==> src/epp_map.svh <==
/*
 Register offsets, reset values and field positions of the port block.
 Assumes a 32-bit AXI4-Lite bus with byte addresses and word registers.
*/
`ifndef EPP_MAP_SVH
`define EPP_MAP_SVH

// ****************************************
// Register offsets (byte addresses)
// ****************************************
`define EPP_ADDR_W 8
`define EPP_OFF_PIN 8'h00
`define EPP_OFF_DIR 8'h04
`define EPP_OFF_LAT 8'h08
`define EPP_OFF_ANA 8'h0C
`define EPP_OFF_PU 8'h10
`define EPP_OFF_OD 8'h14
`define EPP_OFF_SLEW 8'h18
`define EPP_OFF_THR 8'h1C
`define EPP_OFF_CTL 8'h20

// ****************************************
// Fields and reset values
// ****************************************
`define EPP_ANA_W 6
`define EPP_CTL_GPD 0
`define EPP_MASK_LANE 1
`define EPP_RST_DIR 8'hFF
`define EPP_RST_LAT 8'h00
`define EPP_RST_ANA 6'h3F
`define EPP_RST_PU 8'hFF
`define EPP_RST_OD 8'h00
`define EPP_RST_SLEW 8'hFF
`define EPP_RST_THR 8'h00
`define EPP_RST_GPD 1'b1
`define EPP_SYNC_STAGES 2

`endif

==> src/epp_pkg.sv <==
/*
 Shared types of the port block.
 Assumes nothing beyond a SystemVerilog compiler.
*/
package epp_pkg;
  typedef logic [7:0] epp_byte_t;
  typedef logic [31:0] epp_word_t;
  typedef enum logic [1:0] {
    EPP_RESP_OKAY = 2'h0,
    EPP_RESP_SLVERR = 2'h2
  } epp_resp_e;
endpackage

==> src/epp_pin.sv <==
/*
 One pad slice: registered pad controls and the input synchroniser.
 Assumes next-state control bits from the register file, same clock.
*/
`timescale 1ns/1ps
module epp_pin #(
  parameter bit ANA_RST = 1'b1
) (
  input wire logic aclk,
  input wire logic aresetn,
  input wire logic nxt_dir,
  input wire logic nxt_lat,
  input wire logic nxt_od,
  input wire logic nxt_slew,
  input wire logic nxt_pu,
  input wire logic nxt_ana,
  input wire logic nxt_st,
  input wire logic st_in,
  input wire logic ttl_in,
  output logic pad_out,
  output logic pad_oe_n,
  output logic pad_slew_lim,
  output logic pad_pullup_en,
  output logic pad_analog_en,
  output logic pad_st_sel,
  output logic pin_sync
);
  logic out_ff, oe_n_ff, slew_ff, pu_ff, ana_ff, st_ff;
  logic sync1_ff, sync2_ff;

  // ****************************************
  // Pad controls, taken from next values
  // ****************************************
  // Built from next values so a write shows on pads at the same edge that stores it
  always_ff @(posedge aclk) begin
    if (!aresetn) begin
      out_ff <= 1'b0;
      oe_n_ff <= 1'b1;
      slew_ff <= 1'b1;
      pu_ff <= 1'b0;
      ana_ff <= ANA_RST; // Pins with no analog path come up digital
      st_ff <= 1'b0;
    end else begin
      out_ff <= nxt_lat;
      oe_n_ff <= nxt_dir | (nxt_od & nxt_lat);
      slew_ff <= nxt_slew;
      pu_ff <= nxt_pu & nxt_dir;
      ana_ff <= nxt_ana;
      st_ff <= nxt_st;
    end
  end

  // Threshold mux sits before stage one, so stage one feeds only stage two
  always_ff @(posedge aclk) begin
    if (!aresetn) begin
      sync1_ff <= 1'b0;
      sync2_ff <= 1'b0;
    end else begin
      sync1_ff <= st_ff ? st_in : ttl_in;
      sync2_ff <= sync1_ff;
    end
  end

  assign pad_out = out_ff;
  assign pad_oe_n = oe_n_ff;
  assign pad_slew_lim = slew_ff;
  assign pad_pullup_en = pu_ff;
  assign pad_analog_en = ana_ff;
  assign pad_st_sel = st_ff;
  assign pin_sync = sync2_ff;

  // ****************************************
  // Checks
  // ****************************************
  a_drive_latch: assert property (@(posedge aclk) disable iff (!aresetn)
    (!nxt_dir && !nxt_od) |=> (!pad_oe_n && pad_out == $past(nxt_lat)))
    else $error("driver not showing latch");
  a_sink_only: assert property (@(posedge aclk) disable iff (!aresetn)
    nxt_od |=> (pad_oe_n || !pad_out))
    else $error("open drain sourced high");
  a_pullup_out: assert property (@(posedge aclk) disable iff (!aresetn)
    !nxt_dir |=> !pad_pullup_en)
    else $error("pull-up on an output");
  a_analog_drive: assert property (@(posedge aclk) disable iff (!aresetn)
    (nxt_ana && !nxt_dir && !nxt_od) |=> (!pad_oe_n && pad_analog_en))
    else $error("analog pin lost driver");
  a_sync_depth: assert property (@(posedge aclk) disable iff (!aresetn)
    ($past(aresetn) && $past(aresetn, 2) && $past(pad_st_sel, 2))
    |-> pin_sync == $past(st_in, 2))
    else $error("synchroniser depth wrong");
endmodule

==> src/epp_port.sv <==
/*
 Eight-pin port bank: AXI4-Lite register file, pad control, pin readback.
 Assumes pad cells outside resolve pad_out/pad_oe_n and give both
 threshold comparator outputs; the pins are async to aclk.
*/
// The implementer's own choices: the AXI4-Lite slave port and the register offsets.
`timescale 1ns/1ps
`include "epp_map.svh"
module epp_port (
  input wire logic aclk,
  input wire logic aresetn,
  input wire logic [`EPP_ADDR_W-1:0] s_axi_awaddr,
  input wire logic s_axi_awvalid,
  output logic s_axi_awready,
  input wire epp_pkg::epp_word_t s_axi_wdata,
  input wire logic [3:0] s_axi_wstrb,
  input wire logic s_axi_wvalid,
  output logic s_axi_wready,
  output logic [1:0] s_axi_bresp,
  output logic s_axi_bvalid,
  input wire logic s_axi_bready,
  input wire logic [`EPP_ADDR_W-1:0] s_axi_araddr,
  input wire logic s_axi_arvalid,
  output logic s_axi_arready,
  output epp_pkg::epp_word_t s_axi_rdata,
  output logic [1:0] s_axi_rresp,
  output logic s_axi_rvalid,
  input wire logic s_axi_rready,
  input wire epp_pkg::epp_byte_t pad_st_in,
  input wire epp_pkg::epp_byte_t pad_ttl_in,
  output epp_pkg::epp_byte_t pad_out,
  output epp_pkg::epp_byte_t pad_oe_n,
  output epp_pkg::epp_byte_t pad_slew_lim,
  output epp_pkg::epp_byte_t pad_pullup_en,
  output epp_pkg::epp_byte_t pad_analog_en,
  output epp_pkg::epp_byte_t pad_st_sel
);
  import epp_pkg::*;

  // ****************************************
  // Declarations
  // ****************************************
  logic aw_rdy_ff, w_rdy_ff, aw_got_ff, w_got_ff;
  logic [`EPP_ADDR_W-1:0] waddr_ff;
  epp_word_t wdata_ff;
  logic [3:0] wstrb_ff;
  logic bvalid_ff, ar_rdy_ff, rvalid_ff;
  epp_resp_e bresp_ff, rresp_ff;
  epp_word_t rdata_ff;
  logic commit, wr_en, w_mapped, r_mapped;
  epp_byte_t dir_ff, lat_ff, pu_ff, od_ff, slew_ff, thr_ff;
  logic [`EPP_ANA_W-1:0] ana_ff;
  logic gpd_ff;
  epp_byte_t nxt_dir, nxt_lat, nxt_pu, nxt_od, nxt_slew, nxt_thr;
  logic [`EPP_ANA_W-1:0] nxt_ana;
  logic nxt_gpd;
  epp_byte_t ana_full, nxt_ana_full, pin_sync, pin_rd;
  epp_byte_t rmw_mask, pu_eff;
  epp_word_t rd_word;

  // ****************************************
  // Write address and data channels
  // ****************************************
  // Each channel taken on its own; ready drops until the response goes
  always_ff @(posedge aclk) begin
    if (!aresetn) begin
      aw_rdy_ff <= 1'b1;
      aw_got_ff <= 1'b0;
      waddr_ff <= '0;
    end else if (s_axi_awvalid && aw_rdy_ff) begin
      aw_rdy_ff <= 1'b0;
      aw_got_ff <= 1'b1;
      waddr_ff <= {s_axi_awaddr[`EPP_ADDR_W-1:2], 2'b00};
    end else if (commit) begin
      aw_got_ff <= 1'b0;
    end else if (s_axi_bvalid && s_axi_bready) begin
      aw_rdy_ff <= 1'b1;
    end
  end

  always_ff @(posedge aclk) begin
    if (!aresetn) begin
      w_rdy_ff <= 1'b1;
      w_got_ff <= 1'b0;
      wdata_ff <= 32'h0000_0000;
      wstrb_ff <= 4'h0;
    end else if (s_axi_wvalid && w_rdy_ff) begin
      w_rdy_ff <= 1'b0;
      w_got_ff <= 1'b1;
      wdata_ff <= s_axi_wdata;
      wstrb_ff <= s_axi_wstrb;
    end else if (commit) begin
      w_got_ff <= 1'b0;
    end else if (s_axi_bvalid && s_axi_bready) begin
      w_rdy_ff <= 1'b1;
    end
  end

  // Both halves present: the write lands this edge
  assign commit = aw_got_ff && w_got_ff && !bvalid_ff;
  assign wr_en = commit && wstrb_ff[0];
  assign w_mapped = (waddr_ff <= `EPP_OFF_CTL);

  // Response raised at the same edge the write lands
  always_ff @(posedge aclk) begin
    if (!aresetn) begin
      bvalid_ff <= 1'b0;
      bresp_ff <= EPP_RESP_OKAY;
    end else if (commit) begin
      bvalid_ff <= 1'b1;
      bresp_ff <= w_mapped ? EPP_RESP_OKAY : EPP_RESP_SLVERR;
    end else if (s_axi_bready) begin
      bvalid_ff <= 1'b0;
    end
  end

  // ****************************************
  // Next values of the control registers
  // ****************************************
  // Lane 1 of a pin write selects bits; without it the whole byte moves
  // Registered strobe: the live bus may already carry the next write
  assign rmw_mask = wstrb_ff[`EPP_MASK_LANE] ?
    wdata_ff[15:8] : 8'hFF;
  assign pu_eff = nxt_pu & {8{~nxt_gpd}};

  always_comb begin
    nxt_dir = dir_ff;
    nxt_lat = lat_ff;
    nxt_ana = ana_ff;
    nxt_pu = pu_ff;
    nxt_od = od_ff;
    nxt_slew = slew_ff;
    nxt_thr = thr_ff;
    nxt_gpd = gpd_ff;
    if (wr_en) begin
      case (waddr_ff)
        `EPP_OFF_PIN: begin
          // Analog pins sample zero here, which can clear their latch
          nxt_lat = (pin_rd & ~rmw_mask) |
            (wdata_ff[7:0] & rmw_mask);
        end
        `EPP_OFF_DIR: nxt_dir = wdata_ff[7:0];
        `EPP_OFF_LAT: nxt_lat = wdata_ff[7:0];
        `EPP_OFF_ANA: nxt_ana = wdata_ff[`EPP_ANA_W-1:0];
        `EPP_OFF_PU: nxt_pu = wdata_ff[7:0];
        `EPP_OFF_OD: nxt_od = wdata_ff[7:0];
        `EPP_OFF_SLEW: nxt_slew = wdata_ff[7:0];
        `EPP_OFF_THR: nxt_thr = wdata_ff[7:0];
        `EPP_OFF_CTL: nxt_gpd = wdata_ff[`EPP_CTL_GPD];
        default: ;
      endcase
    end
  end

  // ****************************************
  // Control registers
  // ****************************************
  // Stored on the write edge; pads follow at that same edge
  always_ff @(posedge aclk) begin
    if (!aresetn) begin
      dir_ff <= `EPP_RST_DIR;
      lat_ff <= `EPP_RST_LAT;
    end else begin
      dir_ff <= nxt_dir;
      lat_ff <= nxt_lat;
    end
  end

  // Analog select comes up analog on every pin that has it
  always_ff @(posedge aclk) begin
    if (!aresetn) begin
      ana_ff <= `EPP_RST_ANA;
      thr_ff <= `EPP_RST_THR;
    end else begin
      ana_ff <= nxt_ana;
      thr_ff <= nxt_thr;
    end
  end

  always_ff @(posedge aclk) begin
    if (!aresetn) begin
      pu_ff <= `EPP_RST_PU;
      od_ff <= `EPP_RST_OD;
      slew_ff <= `EPP_RST_SLEW;
      gpd_ff <= `EPP_RST_GPD;
    end else begin
      pu_ff <= nxt_pu;
      od_ff <= nxt_od;
      slew_ff <= nxt_slew;
      gpd_ff <= nxt_gpd;
    end
  end

  // Upper two pins have no analog path and stay digital
  assign ana_full = {2'b00, ana_ff};
  assign nxt_ana_full = {2'b00, nxt_ana};

  // ****************************************
  // Pad slices
  // ****************************************
  genvar gi;
  generate
    for (gi = 0; gi < 8; gi++) begin : g_pin
      epp_pin #(
        .ANA_RST(gi < `EPP_ANA_W)
      ) u_pin (
        .aclk(aclk),
        .aresetn(aresetn),
        .nxt_dir(nxt_dir[gi]),
        .nxt_lat(nxt_lat[gi]),
        .nxt_od(nxt_od[gi]),
        .nxt_slew(nxt_slew[gi]),
        .nxt_pu(pu_eff[gi]),
        .nxt_ana(nxt_ana_full[gi]),
        .nxt_st(nxt_thr[gi]),
        .st_in(pad_st_in[gi]),
        .ttl_in(pad_ttl_in[gi]),
        .pad_out(pad_out[gi]),
        .pad_oe_n(pad_oe_n[gi]),
        .pad_slew_lim(pad_slew_lim[gi]),
        .pad_pullup_en(pad_pullup_en[gi]),
        .pad_analog_en(pad_analog_en[gi]),
        .pad_st_sel(pad_st_sel[gi]),
        .pin_sync(pin_sync[gi])
      );
    end
  endgenerate

  // Digital read of an analog pin is zero
  assign pin_rd = pin_sync & ~ana_full;

  // ****************************************
  // Read channel
  // ****************************************
  // Same word alignment as the data mux, so response and data agree
  assign r_mapped = ({s_axi_araddr[`EPP_ADDR_W-1:2], 2'b00} <= `EPP_OFF_CTL);

  always_comb begin
    rd_word = 32'h0000_0000;
    case ({s_axi_araddr[`EPP_ADDR_W-1:2], 2'b00})
      `EPP_OFF_PIN: rd_word[7:0] = pin_rd;
      `EPP_OFF_DIR: rd_word[7:0] = dir_ff;
      `EPP_OFF_LAT: rd_word[7:0] = lat_ff;
      `EPP_OFF_ANA: rd_word[7:0] = ana_full;
      `EPP_OFF_PU: rd_word[7:0] = pu_ff;
      `EPP_OFF_OD: rd_word[7:0] = od_ff;
      `EPP_OFF_SLEW: rd_word[7:0] = slew_ff;
      `EPP_OFF_THR: rd_word[7:0] = thr_ff;
      `EPP_OFF_CTL: rd_word[`EPP_CTL_GPD] = gpd_ff;
      default: rd_word = 32'h0000_0000;
    endcase
  end

  // One read in flight; data captured at the address edge
  always_ff @(posedge aclk) begin
    if (!aresetn) begin
      ar_rdy_ff <= 1'b1;
      rvalid_ff <= 1'b0;
      rdata_ff <= 32'h0000_0000;
      rresp_ff <= EPP_RESP_OKAY;
    end else if (s_axi_arvalid && ar_rdy_ff) begin
      ar_rdy_ff <= 1'b0;
      rvalid_ff <= 1'b1;
      rdata_ff <= rd_word;
      rresp_ff <= r_mapped ? EPP_RESP_OKAY : EPP_RESP_SLVERR;
    end else if (rvalid_ff && s_axi_rready) begin
      ar_rdy_ff <= 1'b1;
      rvalid_ff <= 1'b0;
    end
  end

  assign s_axi_awready = aw_rdy_ff;
  assign s_axi_wready = w_rdy_ff;
  assign s_axi_bvalid = bvalid_ff;
  assign s_axi_bresp = bresp_ff;
  assign s_axi_arready = ar_rdy_ff;
  assign s_axi_rvalid = rvalid_ff;
  assign s_axi_rdata = rdata_ff;
  assign s_axi_rresp = rresp_ff;

  // ****************************************
  // Checks
  // ****************************************
  a_reset_state: assert property (@(posedge aclk)
    !aresetn |=> (thr_ff == 8'h00 && ana_ff == 6'h3F
      && lat_ff == 8'h00 && pad_oe_n == 8'hFF && pad_analog_en == 8'h3F))
    else $error("reset values wrong");
  a_ana_top_zero: assert property (@(posedge aclk) disable iff (!aresetn)
    (s_axi_arvalid && ar_rdy_ff && s_axi_araddr == `EPP_OFF_ANA)
    |=> rdata_ff[31:6] == 26'h0)
    else $error("analog upper bits not zero");
  a_analog_rd_zero: assert property (@(posedge aclk) disable iff (!aresetn)
    (s_axi_arvalid && ar_rdy_ff && s_axi_araddr == `EPP_OFF_PIN)
    |=> (rdata_ff[7:0] & $past(ana_full)) == 8'h00)
    else $error("analog pin read nonzero");
  a_pin_wr_latch: assert property (@(posedge aclk) disable iff (!aresetn)
    (wr_en && waddr_ff == `EPP_OFF_PIN && rmw_mask == 8'hFF)
    |=> (lat_ff == $past(wdata_ff[7:0]) && dir_ff == $past(dir_ff)))
    else $error("pin write missed latch");
  a_rmw_keep: assert property (@(posedge aclk) disable iff (!aresetn)
    (wr_en && waddr_ff == `EPP_OFF_PIN && rmw_mask != 8'hFF)
    |=> ((lat_ff ^ $past(pin_rd)) & ~$past(rmw_mask)) == 8'h00)
    else $error("read-modify-write lost pins");
  a_write_timing: assert property (@(posedge aclk) disable iff (!aresetn)
    (wr_en && waddr_ff == `EPP_OFF_SLEW)
    |=> (bvalid_ff && slew_ff == $past(wdata_ff[7:0])
      && pad_slew_lim == $past(wdata_ff[7:0])))
    else $error("write not applied on time");
  a_gpd_blocks: assert property (@(posedge aclk) disable iff (!aresetn)
    gpd_ff |-> pad_pullup_en == 8'h00)
    else $error("pull-up on while globally off");
  a_read_answer: assert property (@(posedge aclk) disable iff (!aresetn)
    (s_axi_arvalid && ar_rdy_ff) |=> (rvalid_ff && !ar_rdy_ff))
    else $error("read answer late");
  // One write at a time: both channels stay closed while the answer waits
  a_write_resp: assert property (@(posedge aclk) disable iff (!aresetn)
    commit |=> (bvalid_ff && !aw_rdy_ff && !w_rdy_ff))
    else $error("write answer late or channel open");
  // An unmapped write answers an error and leaves dir_ff, lat_ff and gpd_ff alone
  a_unmapped_keep: assert property (@(posedge aclk) disable iff (!aresetn)
    (commit && !w_mapped)
    |=> (bresp_ff == EPP_RESP_SLVERR && dir_ff == $past(dir_ff)
      && lat_ff == $past(lat_ff) && gpd_ff == $past(gpd_ff)))
    else $error("unmapped write stored");
endmodule

==> config.mk <==
export PLATFORM = sky130hd
export DESIGN_NAME = epp_port
export DESIGN_NICKNAME = d
export VERILOG_FILES = /design/src/epp_pkg.sv /design/src/epp_pin.sv /design/src/epp_port.sv
export VERILOG_INCLUDE_DIRS = /design/src
export SDC_FILE = /design/constraint.sdc
export NUM_CORES = 1
export LEC_CHECK = 0
export ABC_AREA = 1
export BUFFER_PORTS_ARGS = -buffer_cell sky130_fd_sc_hd__buf_2
export CAP_MARGIN = 25
export CORE_UTILIZATION = 58
export DETAILED_ROUTE_END_ITERATION = 10
export GPL_TIMING_DRIVEN = 0
export PLACE_DENSITY = 0.95
export RECOVER_POWER = 100
export SYNTH_ARGS = -nofsm -noshare
export SYNTH_HDL_FRONTEND = slang
export SYNTH_HIERARCHICAL = 1
export SYNTH_SLANG_ARGS = --single-unit
==> constraint.sdc <==
create_clock -name aclk -period 4.9 [get_ports aclk]
set_clock_uncertainty 0.05 [all_clocks]
set_input_delay 0.49 -clock aclk [delete_from_list [all_inputs] [get_ports aclk]]
set_output_delay 0.49 -clock aclk [all_outputs]
set_load 0.01 [all_outputs]
==> run summary <==
Reg area: 3200 µm²
Final hold vios: 0
Post-CTS Setup Bufs: 0
Largest cells by area after synthesis: dfxtp_1, nand2_1, nor2_1
GRT Total Usage: 0.322
First-pass GRT wire length: 28400 µm
Setup TNS: 0 ns
Mux cell area share after synthesis: 0
Fill cells: 893
Share of cells above drive strength 1: 0.110
Core area: 10900 µm²
Tmin final: 3.07 ns
Reg clk slew, reported paths: 0.06 ns
RSZ-0062 raised after global routing: false
Vias in the first global route: 5960
Post-CTS sizing: 0
Gr ovfl total: 0
Sequential fraction of the synthesis area: 0.492
CP arrival: 3.48 ns
YS warnings: 6
Post-synth cell types: 25
Antenna cells: 0
DR vias/cell: 5.20
Maximum VDD drop: 0.000227 V
Maximum level of the CTS H-tree: 4
Die height: 108 µm
Clk Latency, worst-skew pair: 0.54 ns
Max-cap viol count: 0
Die area: 11600 µm²
Antenna violations before repair: 0
HP Class: input pin to register
FF+latch count, synth: 160
Row count: 38
Port Buffers: 115
Slew Limit Fails: 0
Max Fclk: 326 MHz
Antenna Nets Post-Route: 0
CTS sink cnt: 160
Slew margin rel.: 0.0291
DRT iter0 DRCs: 699
Root Driver: clkbuf_8
Cts hold-fix bufs: 0
Synth Area in XOR/XNOR: 0
Adder-cell area share of the yosys netlist: 0
Syn Area/Cell: 7.04 µm²
Multi-input logic area: 2660 µm²
Worst setup path class: input pin to register
Mapped Area: 6510 µm²
Worst slew pin tran: 1.46 ns
Outcome: finished clean
Crit path required time: 5.31 ns
Cts bufs inserted: 17
Ports: 164
Routed len/inst: 14.7 µm
Most frequent cells in the layout: nand2_1, dfxtp_1, nor2_1
Post-Synth Simple-Gate Area: 0.289
Top reg by flops: wdata_ff
Most common cell after layout, fill and taps aside: nand2_1
Setup crit end kind: register
Routed WL: 18200 µm
Area leader, netlist: dfxtp_1
Detail Placement HPWL: 12600 µm
Fin area: 7850 µm²
CP max FO: 31
Die Width: 108 µm
Synth Area in Compound Gates: 0.108
Drt pass-1 iters: 6
Pin count of the biggest net entering global routing: 32
Final setup viols: 0
Pwr/cell area: 378 nW/µm²
Main combinational cell family by area after synthesis: simple AND/OR/NAND/NOR gates
Nets: 1161
CTS tree: done
Residual DRC: 0
Vias: 6442
CP Launch Type: input pin
Max FFs per register: 16
Mapped Cells: 924
CTS max path bufs: 2
Period utilization: 0.626
Area Growth Syn to Fin: 20.6%
Design Power: 2.97 mW
Hold slack: 0.130 ns
GP Congestion: 0.919
Yosys top cell area share: 0.492
Leakage: 4.04 nW
Area after DPL: 7380 µm²
Starting Density: 0.598
## where the power goes
part	switching [mW]	leakage, nW	total (mW)	internal [mW]
combinational	0.142	2.44	0.213	0.0707
sequential	0.0244	1.30	1.36	1.34
clock	0.548	0.292	1.39	0.845
## final timing paths
check	cells past startpoint	to	slack [ns]	start
max	5	wdata_ff[6]	1.83	aresetn
min	3	g_pin[3].u_pin/sync1_ff	0.13	pad_ttl_in[3]
max reg2reg	10	g_pin[0].u_pin/pad_oe_n	2.16	aw_got_ff
min reg2reg	2	g_pin[3].u_pin/pin_sync	0.37	g_pin[3].u_pin/sync1_ff
## synthesized netlist by cell type, drive strengths merged
cell	count
nand4	2
o22ai	3
dfxtp	160
nand2	288
or2	37
o21ai	86
nor3	1
buf	32
o21a	2
clkinv	3
a21oi	46
nor2	133
conb	1
inv	112
a211oi	1
clkbuf	13
nand3	4
## layout make-up
type,count,share of cell area
Inverter,115,0.0550
Buffer,45,0.0340
Sequential cell,160,0.408
Multi-Input combinational cell,631,0.339
Clock inverter,11,0.0228
Clock buffer,20,0.0555
Timing Repair Buffer,116,0.0636
Tap cell,140,0.0223
## critical path, cell delays in order
cell      delay, ns
clkbuf_1       0.92
clkbuf_1       1.13
clkbuf_1       0.52
o21ai_0        0.23
a21oi_1        0.16
## metrics by stage
| step | utilization | instances | setup slack [ns] |
|---|---|---|---|
| 2_1_floorplan | - | 951 | 3.16 |
| 3_3_place_gp | 0.676 | 1206 | 2.44 |
| 3_5_place_dp | 0.678 | 1207 | 2.66 |
| 4_1_cts | 0.734 | 1238 | 2.62 |
| 5_1_grt | 0.721 | 1238 | 1.55 |
| 6_report | 0.721 | 1238 | 1.83 |
## cells by family after synthesis
group,after synthesis
DFF,160
and+or+nand+nor,465
AOI/OAI and AO/OA,138
other,1
buffers and inverters,160
## routing by layer
metal / part of all wire / track usage
met3: 0.11 / 0.0751
met1: 0.38 / 0.392
met4: 0.049 / 0.170
met2: 0.45 / 0.531
met5: 0 / 0
Note: power is estimated with default switching activity, not from simulation.
